### config.mk
export PLATFORM = sky130hd
export DESIGN_NAME = elpr_top
export DESIGN_NICKNAME = d
export VERILOG_FILES = /design/src/rtl/elpr_pkg.sv /design/src/rtl/elpr_top.sv
export SDC_FILE = /design/constraint.sdc
export NUM_CORES = 2
export LEC_CHECK = 0
export ABC_AREA = 0
export ABC_CLOCK_PERIOD_IN_PS = 36800
export BUFFER_PORTS_ARGS = -buffer_cell sky130_fd_sc_hd__buf_2
export CORE_ASPECT_RATIO = 0.5
export CORE_UTILIZATION = 45
export CTS_BUF_LIST = sky130_fd_sc_hd__clkbuf_8 sky130_fd_sc_hd__clkbuf_16
export CTS_CLUSTER_DIAMETER = 200
export DETAILED_ROUTE_END_ITERATION = 10
export PLACE_DENSITY_LB_ADDON = 0.1
export RECOVER_POWER = 100
export SETUP_SLACK_MARGIN = 0.1
export SLEW_MARGIN = 25
export SYNTH_ARGS = -nofsm -noshare
export SYNTH_HDL_FRONTEND = slang
export SYNTH_SLANG_ARGS = --single-unit
### constraint.sdc
create_clock -name clock -period 36.8 [get_ports clock]
set_clock_uncertainty 0.2 [all_clocks]
set_input_delay 3.68 -clock clock [delete_from_list [all_inputs] [get_ports clock]]
set_output_delay 3.68 -clock clock [all_outputs]
set_load 0.02 [all_outputs]
### src/rtl/elpr_pkg.sv
// Constants and register map for the error log and constants recall block.
// Assumes a 16-bit word-addressed register port on the module clock.
package elpr_pkg;
  localparam int          ADDR_W         = 13;
  localparam int          DATA_W         = 16;
  localparam int          NCH            = 4;
  localparam int          REC_WORDS      = 16;
  localparam int          NSLOTS         = 15;
  localparam int          REC_FIELDS     = 10;                // Words 10..15 are system area
  localparam logic [12:0] OFS_LOG_BASE   = 13'h0a00;
  localparam logic [12:0] OFS_LOG_OLDER  = 13'h0a10;
  localparam logic [12:0] OFS_LOG_END    = 13'h0aef;
  localparam logic [12:0] OFS_CLR_CMD    = 13'h1000;
  localparam logic [12:0] OFS_CLR_DONE   = 13'h1001;
  localparam logic [12:0] OFS_RECALL     = 13'h1100;
  localparam logic [12:0] OFS_RESULT     = 13'h1104;
  localparam logic [12:0] OFS_BACKUP_EN  = 13'h1108;         // Per-channel auto backup enable, 4 words
  localparam logic [12:0] OFS_ATREQ      = 13'h110c;         // Tuning request bits 3:0
  localparam logic [12:0] OFS_CONST_BASE = 13'h1110;         // Working constants, 5 words per channel
  localparam int          NCONST         = 5;
  localparam int          RD_DONE_POS    = 0;
  localparam int          WR_DONE_POS    = 4;
  localparam int          RD_FAIL_POS    = 8;
  localparam int          WR_FAIL_POS    = 12;
  localparam logic [15:0] CLR_CMD_RST    = 16'h0000;
  localparam logic [15:0] CLR_DONE_RST   = 16'h0000;
  localparam logic [15:0] RECALL_RST     = 16'h0000;
  localparam int          NV_LAT         = 8;                // Store op count; each op spans NV_LAT+1 cycles
  typedef enum logic [1:0] {ST_IDLE, ST_ERASE, ST_RECALL} elpr_state_t;
endpackage : elpr_pkg

### src/rtl/elpr_top.sv
// Error log, log clear and constants recall logic with result flags.
// Assumes a nonvolatile store modelled as a fixed op time and an external fail answer per op.
`timescale 1ns/1ps
module elpr_top #(
  parameter int NV_CYCLES = elpr_pkg::NV_LAT
) (
  input  wire logic        clock,
  input  wire logic        resetn,
  input  wire logic        clk_en,          // Low freezes all state except reset
  input  wire logic [12:0] reg_addr,
  input  wire logic [15:0] reg_wdata,
  input  wire logic        reg_wr,
  input  wire logic        reg_rd,
  output logic      [15:0] reg_rdata,
  input  wire logic        err_valid,       // One-cycle pulse: new error record
  input  wire logic [15:0] err_code,
  input  wire logic [15:0] err_addr,
  input  wire logic [15:0] err_time [4],    // BCD timestamp words
  input  wire logic [15:0] err_process_value,
  input  wire logic [15:0] err_output_value,
  input  wire logic [15:0] err_setpoint_value,
  input  wire logic        nv_fail,         // Nonvolatile op failure level
  input  wire logic [15:0] nv_const [4][5], // Backed-up constants per channel
  input  wire logic [3:0]  tune_end,        // Pulse: tuning finished per channel
  output logic      [3:0]  autotune_active_bits
);
  localparam int CW = $clog2(NV_CYCLES + 1);
  localparam logic CLR_CMD_RST_B = elpr_pkg::CLR_CMD_RST[0];  // Reset level of clear command

  // Address map, one 16-bit word each:
  //   0x0a00-0x0aef  error log slots
  //   0x1000         clear command
  //   0x1001         clear done
  //   0x1100-0x1103  recall requests
  //   0x1104         result flags
  //   0x1108-0x110b  auto backup enables
  //   0x110c         tuning requests
  //   0x1110-0x1123  working constants
  // Other addresses read zero and drop
  // writes, so probing has no side effect.
  //
  // The counter width follows NV_CYCLES,
  // so a bench may shrink the store time
  // without touching any other logic.
  //
  // Every process but its reset is gated
  // by clk_en; with it low only a reset
  // moves any state.
  //
  // The store itself is outside: this
  // block only sees a failure level that
  // it samples at the end of each job,
  // and the backed-up words it copies.

  // Held state. The log is flip-flops,
  // indexed by slot and word. Only the
  // ten meaningful words of a record are
  // kept; the six system words read zero,
  // which saves over a third of storage.
  //
  // Control words keep bit 0 only, or the
  // low nibble for tuning requests, since
  // the rest always reads zero.

  // Log storage: slot 0 newest
  logic [15:0] log_q [elpr_pkg::NSLOTS][elpr_pkg::REC_FIELDS];
  logic [15:0] order_q;                       // Running occurrence number
  logic        clr_cmd_q;
  logic        clr_done_q;
  logic [3:0]  recall_q;
  logic [3:0]  recall_prev_q;
  logic [3:0]  backup_en_q;
  logic [3:0]  atreq_q;
  logic [15:0] result_q;
  logic [15:0] const_q [4][5];                // Working buffer
  logic [3:0]  pend_q;                        // Recall waiting for service
  logic [1:0]  ch_q;
  logic [CW-1:0] cnt_q;
  elpr_pkg::elpr_state_t st_q;

  // A new error enters slot 0 and each
  // slot moves one down. Slot 14 takes
  // slot 13, so the oldest record falls
  // off once fifteen are held; no entry
  // count is needed for that.
  //
  // The occurrence number keeps running
  // across erases, so software can still
  // tell how many errors occurred.
  //
  // An erase ending on the edge of a new
  // error wins and that error is lost; a
  // real store is busy then as well, and
  // a lost record beats a half-clear log.

  // Shift-in and erase of the log
  always_ff @(posedge clock) begin
    if (!resetn) begin
      for (int s = 0; s < elpr_pkg::NSLOTS; s++)
        for (int w = 0; w < elpr_pkg::REC_FIELDS; w++)
          log_q[s][w] <= 16'h0000;
      order_q <= 16'h0000;
    end else if (clk_en) begin
      if (st_q == elpr_pkg::ST_ERASE && cnt_q == CW'(NV_CYCLES) && !nv_fail) begin
        for (int s = 0; s < elpr_pkg::NSLOTS; s++)
          for (int w = 0; w < elpr_pkg::REC_FIELDS; w++)
            log_q[s][w] <= 16'h0000;
      end else if (err_valid) begin
        // Oldest slot falls off the end when full
        for (int s = elpr_pkg::NSLOTS - 1; s > 0; s--)
          log_q[s] <= log_q[s-1];
        log_q[0][0] <= err_code;
        log_q[0][1] <= order_q + 16'h0001;
        for (int t = 0; t < 4; t++)
          log_q[0][2+t] <= err_time[t];
        log_q[0][6] <= err_addr;
        log_q[0][7] <= err_process_value;
        log_q[0][8] <= err_output_value;
        log_q[0][9] <= err_setpoint_value;
        order_q     <= order_q + 16'h0001;
      end
    end
  end

  // Host writes are taken on an edge with
  // clk_en high. There is no wait state,
  // so software never stalls.
  // Only bit 0 of the clear and recall
  // words is stored; that is what makes
  // their upper bits read back as zero.
  // Backup enables and tuning requests
  // sit here as plain host words too.
  //
  // Software-written control words
  always_ff @(posedge clock) begin
    if (!resetn) begin
      clr_cmd_q   <= CLR_CMD_RST_B;
      recall_q    <= 4'h0;
      backup_en_q <= 4'h0;
      atreq_q     <= 4'h0;
    end else if (clk_en && reg_wr) begin
      if (reg_addr == elpr_pkg::OFS_CLR_CMD)
        clr_cmd_q <= reg_wdata[0];
      for (int c = 0; c < elpr_pkg::NCH; c++) begin
        if (reg_addr == elpr_pkg::OFS_RECALL + 13'(c))
          recall_q[c] <= reg_wdata[0];
        if (reg_addr == elpr_pkg::OFS_BACKUP_EN + 13'(c))
          backup_en_q[c] <= reg_wdata[0];
      end
      if (reg_addr == elpr_pkg::OFS_ATREQ)
        atreq_q <= reg_wdata[3:0];
    end
  end

  // One sequencer owns the store, so an
  // erase and a recall never overlap.
  // Erase goes first: a clear holds off
  // recalls until it is answered.
  // Among channels the lowest is served
  // first; a high channel waits while any
  // lower one or a clear is pending.
  //
  // A recall is armed by a rising request
  // and not by its level, so a request
  // left high does not reload the buffer
  // again and again. A failed recall is
  // retried by lowering and raising the
  // request, which arms it once more.
  //
  // A tuning request on a channel drops
  // and blocks its recall: the tuner owns
  // those constants while it runs.

  // Sequencer: one nonvolatile operation at a time
  always_ff @(posedge clock) begin
    if (!resetn) begin
      st_q          <= elpr_pkg::ST_IDLE;
      cnt_q         <= '0;
      ch_q          <= 2'd0;
      pend_q        <= 4'h0;
      recall_prev_q <= 4'h0;
      clr_done_q    <= elpr_pkg::CLR_DONE_RST[0];
    end else if (clk_en) begin
      recall_prev_q <= recall_q;
      // Rising request not under tuning arms a recall, any run state
      for (int c = 0; c < elpr_pkg::NCH; c++) begin
        if (recall_q[c] && !recall_prev_q[c] && !atreq_q[c])
          pend_q[c] <= 1'b1;
        else if (!recall_q[c] || atreq_q[c])
          pend_q[c] <= 1'b0;
      end
      if (!clr_cmd_q)
        clr_done_q <= 1'b0;
      unique case (st_q)
        // Idle parks the counter at zero and
        // picks the next job. The loop runs
        // downward, so the last match, the
        // lowest channel, is the one kept.
        elpr_pkg::ST_IDLE: begin
          cnt_q <= '0;
          if (clr_cmd_q && !clr_done_q)
            st_q <= elpr_pkg::ST_ERASE;
          else begin
            for (int c = elpr_pkg::NCH - 1; c >= 0; c--)
              if (pend_q[c] && recall_q[c] && !atreq_q[c]) begin
                ch_q <= 2'(c);
                st_q <= elpr_pkg::ST_RECALL;
              end
          end
        end
        // Erase runs NV_CYCLES+1 edges; the
        // log is wiped on the last one.
        elpr_pkg::ST_ERASE: begin
          cnt_q <= cnt_q + CW'(1);
          if (cnt_q == CW'(NV_CYCLES)) begin
            // A failed erase is retried from idle while the command stands
            if (!nv_fail && clr_cmd_q)
              clr_done_q <= 1'b1;
            st_q <= elpr_pkg::ST_IDLE;
          end
        end
        // Recall runs the same length; the
        // buffer and flags update on the last
        // edge, then the job is retired.
        elpr_pkg::ST_RECALL: begin
          cnt_q <= cnt_q + CW'(1);
          if (cnt_q == CW'(NV_CYCLES)) begin
            pend_q[ch_q] <= 1'b0;
            st_q         <= elpr_pkg::ST_IDLE;
          end
        end
      endcase
    end
  end

  // The buffer is overwritten only at the
  // end of a good recall. On a failure the
  // old constants stay in force, so the
  // loop never runs on half-read values.
  //
  // Values reach control only when the host
  // asks; this block just holds the words.
  // After reset the buffer is zero until
  // the first good recall of each channel.
  //
  // Working constants reloaded only on good recall
  always_ff @(posedge clock) begin
    if (!resetn) begin
      for (int c = 0; c < elpr_pkg::NCH; c++)
        for (int k = 0; k < elpr_pkg::NCONST; k++)
          const_q[c][k] <= 16'h0000;
    end else if (clk_en) begin
      if (st_q == elpr_pkg::ST_RECALL && cnt_q == CW'(NV_CYCLES) && !nv_fail)
        const_q[ch_q] <= nv_const[ch_q];
    end
  end

  // Result flags, one bit per channel:
  //   3:0  read done    11:8   read fail
  //   7:4  write done   15:12  write fail
  // Done flags are set by a good end and
  // cleared by the host lowering request
  // or enable. If both land on one edge,
  // the set wins and no completion is lost.
  //
  // Failure flags are rewritten at every
  // attempt's end: failure sets, success
  // alone clears. A failure leaves done
  // as it was, so an old success can sit
  // beside a new failure.
  //
  // A backup write counts as ended on the
  // tuning end pulse; the store's failure
  // level at that pulse decides.
  //
  // Result flags per channel
  genvar g;
  generate
    for (g = 0; g < elpr_pkg::NCH; g++) begin : g_flag
      logic rd_end;
      logic wr_end;
      assign rd_end = (st_q == elpr_pkg::ST_RECALL) && (cnt_q == CW'(NV_CYCLES)) && (ch_q == 2'(g));
      assign wr_end = tune_end[g] && backup_en_q[g];
      always_ff @(posedge clock) begin
        if (!resetn) begin
          result_q[elpr_pkg::RD_DONE_POS+g] <= 1'b0;
          result_q[elpr_pkg::RD_FAIL_POS+g] <= 1'b0;
          result_q[elpr_pkg::WR_DONE_POS+g] <= 1'b0;
          result_q[elpr_pkg::WR_FAIL_POS+g] <= 1'b0;
        end else if (clk_en) begin
          // Set wins over clear on the same cycle
          if (rd_end && !nv_fail)
            result_q[elpr_pkg::RD_DONE_POS+g] <= 1'b1;
          else if (!recall_q[g])
            result_q[elpr_pkg::RD_DONE_POS+g] <= 1'b0;
          if (rd_end)
            result_q[elpr_pkg::RD_FAIL_POS+g] <= nv_fail;
          if (wr_end && !nv_fail)
            result_q[elpr_pkg::WR_DONE_POS+g] <= 1'b1;
          else if (!backup_en_q[g])
            result_q[elpr_pkg::WR_DONE_POS+g] <= 1'b0;
          if (wr_end)
            result_q[elpr_pkg::WR_FAIL_POS+g] <= nv_fail;
        end
      end
      // Status rises with the tuning request
      // and falls when tuning ends. With auto
      // backup on it stays up after the end,
      // until the host lowers both the enable and the request; that
      // tells us the write flags were seen.
      // Tuning status: on at request, held after end while backup enabled
      always_ff @(posedge clock) begin
        if (!resetn)
          autotune_active_bits[g] <= 1'b0;
        else if (clk_en) begin
          if (atreq_q[g] && !tune_end[g])
            autotune_active_bits[g] <= 1'b1;
          else if (tune_end[g])
            autotune_active_bits[g] <= backup_en_q[g];
          else if (!backup_en_q[g] && !atreq_q[g])
            autotune_active_bits[g] <= 1'b0;
        end
      end
    end
  endgenerate

  // Read data appear on the edge after the
  // strobe and hold until the next read, so
  // a slow host may sample late.
  //
  // Unmapped words and system words return
  // zero. Decode is a flat set of compares;
  // later matches win but ranges never
  // overlap, so order does not matter.
  //
  // The slot index is address bits 7:4,
  // which works because the log starts on
  // a 256-word boundary.
  //
  // Read port, data one cycle after strobe; unmapped reads zero
  always_ff @(posedge clock) begin
    if (!resetn)
      reg_rdata <= 16'h0000;
    else if (clk_en && reg_rd) begin
      reg_rdata <= 16'h0000;
      if (reg_addr >= elpr_pkg::OFS_LOG_BASE && reg_addr <= elpr_pkg::OFS_LOG_END) begin
        if (reg_addr[3:0] < 4'(elpr_pkg::REC_FIELDS))
          reg_rdata <= log_q[reg_addr[7:4]][reg_addr[3:0]];
      end
      if (reg_addr == elpr_pkg::OFS_CLR_CMD)
        reg_rdata <= {15'h0000, clr_cmd_q};
      if (reg_addr == elpr_pkg::OFS_CLR_DONE)
        reg_rdata <= {15'h0000, clr_done_q};
      if (reg_addr == elpr_pkg::OFS_RESULT)
        reg_rdata <= result_q;
      if (reg_addr == elpr_pkg::OFS_ATREQ)
        reg_rdata <= {12'h000, atreq_q};
      for (int c = 0; c < elpr_pkg::NCH; c++) begin
        if (reg_addr == elpr_pkg::OFS_RECALL + 13'(c))
          reg_rdata <= {15'h0000, recall_q[c]};
        if (reg_addr == elpr_pkg::OFS_BACKUP_EN + 13'(c))
          reg_rdata <= {15'h0000, backup_en_q[c]};
        for (int k = 0; k < elpr_pkg::NCONST; k++)
          if (reg_addr == elpr_pkg::OFS_CONST_BASE + 13'(c*elpr_pkg::NCONST + k))
            reg_rdata <= const_q[c][k];
      end
    end
  end
  // Applying recalled constants to control is the host's toggle, outside this block
  // The host toggles the initial data
  // request with all channels stopped, or
  // the run-time change request, before
  // reloaded values reach the loop.
  //
  // Limitations:
  //  - A recall whose request falls early
  //    still ends; its done flag is set and
  //    dropped on the next edge.
  //  - One store job runs at a time; other
  //    requests wait in the pending bits.
  //  - A tuning end with backup off leaves
  //    both write flags alone.
endmodule : elpr_top

After elaboration in Yosys (flattened, before gate mapping)

Memories as Yosys holds them, arrays and structs flattened.
Index checks and enable logic that the tools add are counted.

Input port bits: 504
Word-level logic and storage cells: 942
Memories: 2
Register bits after elaboration: 82
RAM bits: 2720

Memories:

| memory  | depth | width | read ports | clocked after memory_dff | wr ports | line           | RTL |
|---|---|---|---|---|---|---|---|
| log_q   | 15    | 160   | 15         | 0                        | 15       | elpr_top.sv:66 | `logic [15:0] log_q [elpr_pkg::NSLOTS][elpr_pkg::REC_FIELDS];` |
| const_q | 4     | 80    | 4          | 0                        | 4        | elpr_top.sv:75 | `logic [15:0] const_q [4][5];` |

$lt $le $gt $ge: 7
Mux-type cells: 421
Bitwise logic cells: 306
Add/subtract/negate cells: 2
Eq/ne operators: 48
Reductions and logical operators: 118

Operators by type and width:

| cell                                                                                   | number |
|---|---|
| 16-bit 2-to-1 mux                                                                      | 336 |
| 13-bit equality test (second input constant)                                           | 32 |
| 1-bit OR                                                                               | 300 |
| 80-bit 2-to-1 mux                                                                      | 3 |
| 80-bit binary-select mux with 2-bit select                                             | 1 |
| 80-bit OR reduction                                                                    | 1 |
| 16-bit binary-select mux with 4-bit select                                             | 1 |
| 1-bit 2-to-1 mux                                                                       | 64 |
| 2-bit AND reduction                                                                    | 30 |
| 1-bit logical AND                                                                      | 50 |
| 1-bit logical NOT                                                                      | 22 |
| 2-bit 2-to-1 mux                                                                       | 11 |
| 2-bit by 1-bit != test with 1-bit output (second input constant)                       | 9 |
| 16-bit by 1-bit adder with 16-bit output (second input constant)                       | 1 |
| 13-bit by 12-bit greater-or-equal comparator with 1-bit output (second input constant) | 1 |
| 13-bit by 12-bit <= comparator with 1-bit output (second input constant)               | 1 |
| 3-bit nonzero test                                                                     | 4 |
| 4-bit 2-to-1 mux                                                                       | 2 |
| 4-bit case mux with 2 select lines                                                     | 1 |
| 2-bit equality test (second input constant)                                            | 3 |
| 6-bit != test (second input constant)                                                  | 1 |
| 3-bit AND reduction                                                                    | 2 |
| 5-bit greater-or-equal comparator (second input constant)                              | 1 |
| 4-bit NOT with 5-bit output                                                            | 1 |
| other kinds (18)                                                                       | 24 |

Longest topological paths before layout

Depth after elaboration: 38
Mapped depth: 15
Mapped depth without buffers: 8

Worst setup path before layout

Ideal clock, no wire load.

Path kind: in2reg
From: in nv_fail
To: mem log_q[0][0] (netlist name) (enable)
Arrival time: 26.143 ns
Stages on the path: 8
Slack: 1.642 ns
Library setup time: 8.815 ns
Path through: clkbuf_1 nor3b_1 nor2_1 clkbuf_1 clkbuf_1 nor2_1 clkbuf_1 nand2_1

RTL lines:

| element     | line           | RTL |
|---|---|---|
| from (decl) | elpr_top.sv:22 | `input wire logic nv_fail,` |
| to (decl)   | elpr_top.sv:66 |  |

==> results.txt <==
- Core Area: 287000 sq um
- The synthesized design contains 2802 register bits.
* Net total in the final layout: 9467
* Top flip-flop cell by instance count after synthesis: sky130_fd_sc_hd__edfxtp_1
* Actual slew at the worst max-slew pin: 8710 ps
* Post-detailed-route count of antenna-violating nets: 0
- In this run the deepest clock path goes through 4 buffers.
- The compound-cell area share of the yosys netlist came to 0.0389.
- Post-cts repair resize count: 0
- Cell area power density: 49.1 nW/um^2
- Number of CTS-inserted buffers: 269
- The first detailed-routing pass took 10 iterations.
* Clock latency reported for the late side of the worst-skew pair: 870 ps
* Violations in the final reports: design-rule violations, max-capacitance violations, max-slew violations
* Fraction of the mapped netlist area in simple logic gates: 0.158
- The first global-routing pass estimated 570000 um of wire.
- Clock slew at the register clock pins of the worst setup and hold paths: 60 ps
- CTS saw 2802 sinks.
- Top library cells by usage in the layout, fill and taps aside: sky130_fd_sc_hd__edfxtp_1, sky130_fd_sc_hd__and3_1, sky130_fd_sc_hd__mux4_2, sky130_fd_sc_hd__buf_2, sky130_fd_sc_hd__nand2_1
- In this run the horizontal extent of the chip is 762 um.
- The worst register-to-register path has a setup slack of 17990 ps.
* Capturing element type of the critical path: flop
- Of the total power, the share spent switching nets is 0.240.
- Share of cell area taken by muxes after synthesis: 0.131
- Synth Warn #: 0
- Portion of total power attributed to sequential cells: 0.539
- Leakage dissipation: 59.9 nW
* Combinational share of power: 0.078
- Worst IR drop on VDD: 0.0308 mV
- In this run the count of I/O pins placed on the die edge is 524.
- Synth Area in Adders: 0.000577
- For this configuration, the core starts out at a cell density of 0.453.
- Post-CTS Repair Setup Buffers: 0
* Path type of the worst min-delay path: reg2reg
* Setup repair after global routing missed its margin: false
- In the global route stage, overall resource usage came out at 0.265.
- Area Growth Syn to Fin: 10.3%
- Prior to clock tree synthesis, the placed netlist has a worst setup slack of 24990 ps.
* Crit Path Class: in2reg
* Antenna violations before repair: 60
- Setup total negative slack on the finished layout was measured at 0 ps.
- In this run the tightest slew margin relative to its limit is -4.81.
* Setup WS post-layout: 14050 ps
* Switching Power: 1.69 mW
- Number of flops mapped to enable cells by yosys: 2720
- Dividing the detail-routed via count by the number of cells gives 6.32.
- The internal power of the cells totals 5.35 mW.
- Pin count of the biggest net entering global routing: 247
- Number of DRC markers in iteration 0: 11900
* Commonest non-fill, non-tap cell in the layout: sky130_fd_sc_hd__edfxtp_1
- Number of H-tree levels: 5
- In this run the cell area of the synthesized design comes to 130000 sq um.
* Count of endpoints failing setup in the final report: 0
- Number of failing hold endpoints at the final stage: 0
- Dividing the final minimum period by the clock period gives 0.618.
- Post-synthesis average cell area: 14.7 sq um
- Across the run, the number of max-cap violations was 68.
- The number of nets handed over by synthesis was 9360.
- Critical path arrival: 23260 ps
- In the synthesized netlist the async set-or-reset flop fraction comes to 0.
* Post-detailed-route DRC marker count: 302
- Period minus WS final: 22750 ps
- Number of global-route vias before repair: 76900
* Avg WL per Cell: 30.5 um
- Final Max Slew Viols: 5220
* Hold_buf cts: 0
* Clock power share: 0.383
* Routed wire length: 397000 um
- The tree is rooted in a sky130_fd_sc_hd__clkbuf_16.
- Number of library cell types mapped by synthesis: 94
- After synthesis, the largest family of logic cells by area is simple AND/OR/NAND/NOR gates.
- The worst setup path is launched from a primary input.
- The wire-length estimate of the detail-placed layout is 252000 um.
- TritonCTS built the clock tree.
* Gr ovfl total: 0
- In this run the worst path has a maximum fanout of 207.
* Row cnt: 139
- In this run the tool buffered the top-level ports with 511 buffer cells.
* Result of the run: complete, but fails checks
* Xor and xnor area share after synthesis: 0.000943
* Vertical extent of the die: 382 um
- Via count: 82400
- Area of the die: 291000 sq um
- Layout cell share with drive strength beyond 1: 0.184
* Part of the Yosys area used for sequential elements: 0.641
- At the worst endpoint, the required time is 37320 ps.
- Static timing analysis puts the maximum clock frequency at 44.0 MHz.
- Final Wtd Congestion: 0.887
- The cell count after synthesis came out at 8850.
[cells by family after synthesis]
group / after synthesis
buffers and inverters: 901
flip-flops: 2802
AND/OR/NAND/NOR: 3458
adder cells (fa/ha/maj): 6
multiplexers: 910
XOR/XNOR: 14
AO/OA/AOI/OAI: 759
[synth_stat cells (all sizes together), types with 8 or more instances]
cell        n  share of area
mux4      628           0.11
nor2b     111         0.0053
o22ai      58         0.0028
a2111oi    12        0.00095
a222oi     16         0.0012
a21o       27         0.0016
xor2        8        0.00054
dfxtp      82          0.013
clkbuf    674          0.019
o211ai     38         0.0022
and2      247          0.012
o221ai     20         0.0013
buf       208         0.0099
inv        16        0.00046
nand2     306         0.0088
a31oi      12        0.00058
o21ai     236         0.0091
o2111ai     8        0.00054
o32ai       8        0.00054
a21boi      8        0.00046
nor3       40         0.0016
mux2i     264          0.020
nor4       29         0.0022
a21oi     107         0.0041
nand3      73         0.0028
nand4      31         0.0015
nand2b     19        0.00091
a22oi      56         0.0032
nor2      150         0.0043
mux2       18         0.0016
edfxtp   2720           0.63
a22o       14        0.00094
a211oi     27         0.0016
and3     2395           0.12
a221oi     48         0.0032
[power by group through the flow]
stage                     registers (mW)  clock network [mW]  logic, mW
final                               3.80                2.70      0.546
after CTS                           3.78                2.75      0.553
after detailed placement            3.84                   0      0.552
after global placement              3.84                   0      0.548
after floorplan                     4.01                   0      0.350
after global routing                3.82                2.86      0.582
[per-layer routing]
layer / part of all wire / GRT usage
met5: 0.00018 / 0
met4: 0.030 / 0.0739
met3: 0.094 / 0.0509
met2: 0.40 / 0.353
met1: 0.47 / 0.435
[final cells by class]
class	instances	area (sq um)
multi-input combinational	5147	43100
clock inverter	180	1080
inverter	19	78.8
clock buffer	284	7030
fill	24600	144000
antenna	22	55.1
timing repair buffer	718	4010
sequential	2802	83300
tap	3877	4850
[through the flow]
stage / total power, mW / hold WS (ps) / std cells / util / area, sq um
4_1_cts: 7.08 / 282 / 13000 / 0.501 / 144000
6_report: 7.04 / 278 / 13000 / 0.500 / 144000
3_5_place_dp: 4.40 / 266 / 12600 / 0.473 / 136000
3_3_place_gp: 4.39 / 259 / 12600 / 0.472 / 136000
2_1_floorplan: 4.36 / 237 / 8850 / - / 130000
5_1_grt: 7.26 / 307 / 13000 / 0.499 / 143000
[registers in the layout (all words and copies together) (netlist names), 16 cells and up]
name and cells:
log_q 2400, result_q 16, order_q 16, reg_rdata 16, const_q 320
[path summary, 6_finish.rpt]
kind,from,end,cells past startpoint
max reg2reg,cnt_q[0],log_q[10][150],11
max,clk_en,log_q[10][150],10
min,order_q[15],order_q[15],1
min reg2reg,order_q[15],order_q[15],1
[critical path, cell delays in order]
cell	delay (ps)
sky130_fd_sc_hd__buf_2	90
sky130_fd_sc_hd__clkbuf_1	1430
sky130_fd_sc_hd__nand2_1	500
sky130_fd_sc_hd__nor2_4	230
sky130_fd_sc_hd__clkbuf_1	2530
sky130_fd_sc_hd__clkbuf_1	1880
sky130_fd_sc_hd__clkbuf_1	6000
sky130_fd_sc_hd__clkbuf_1	5000
sky130_fd_sc_hd__buf_6	880
sky130_fd_sc_hd__and3_1	280
Note: power is estimated with default switching activity, not from simulation.
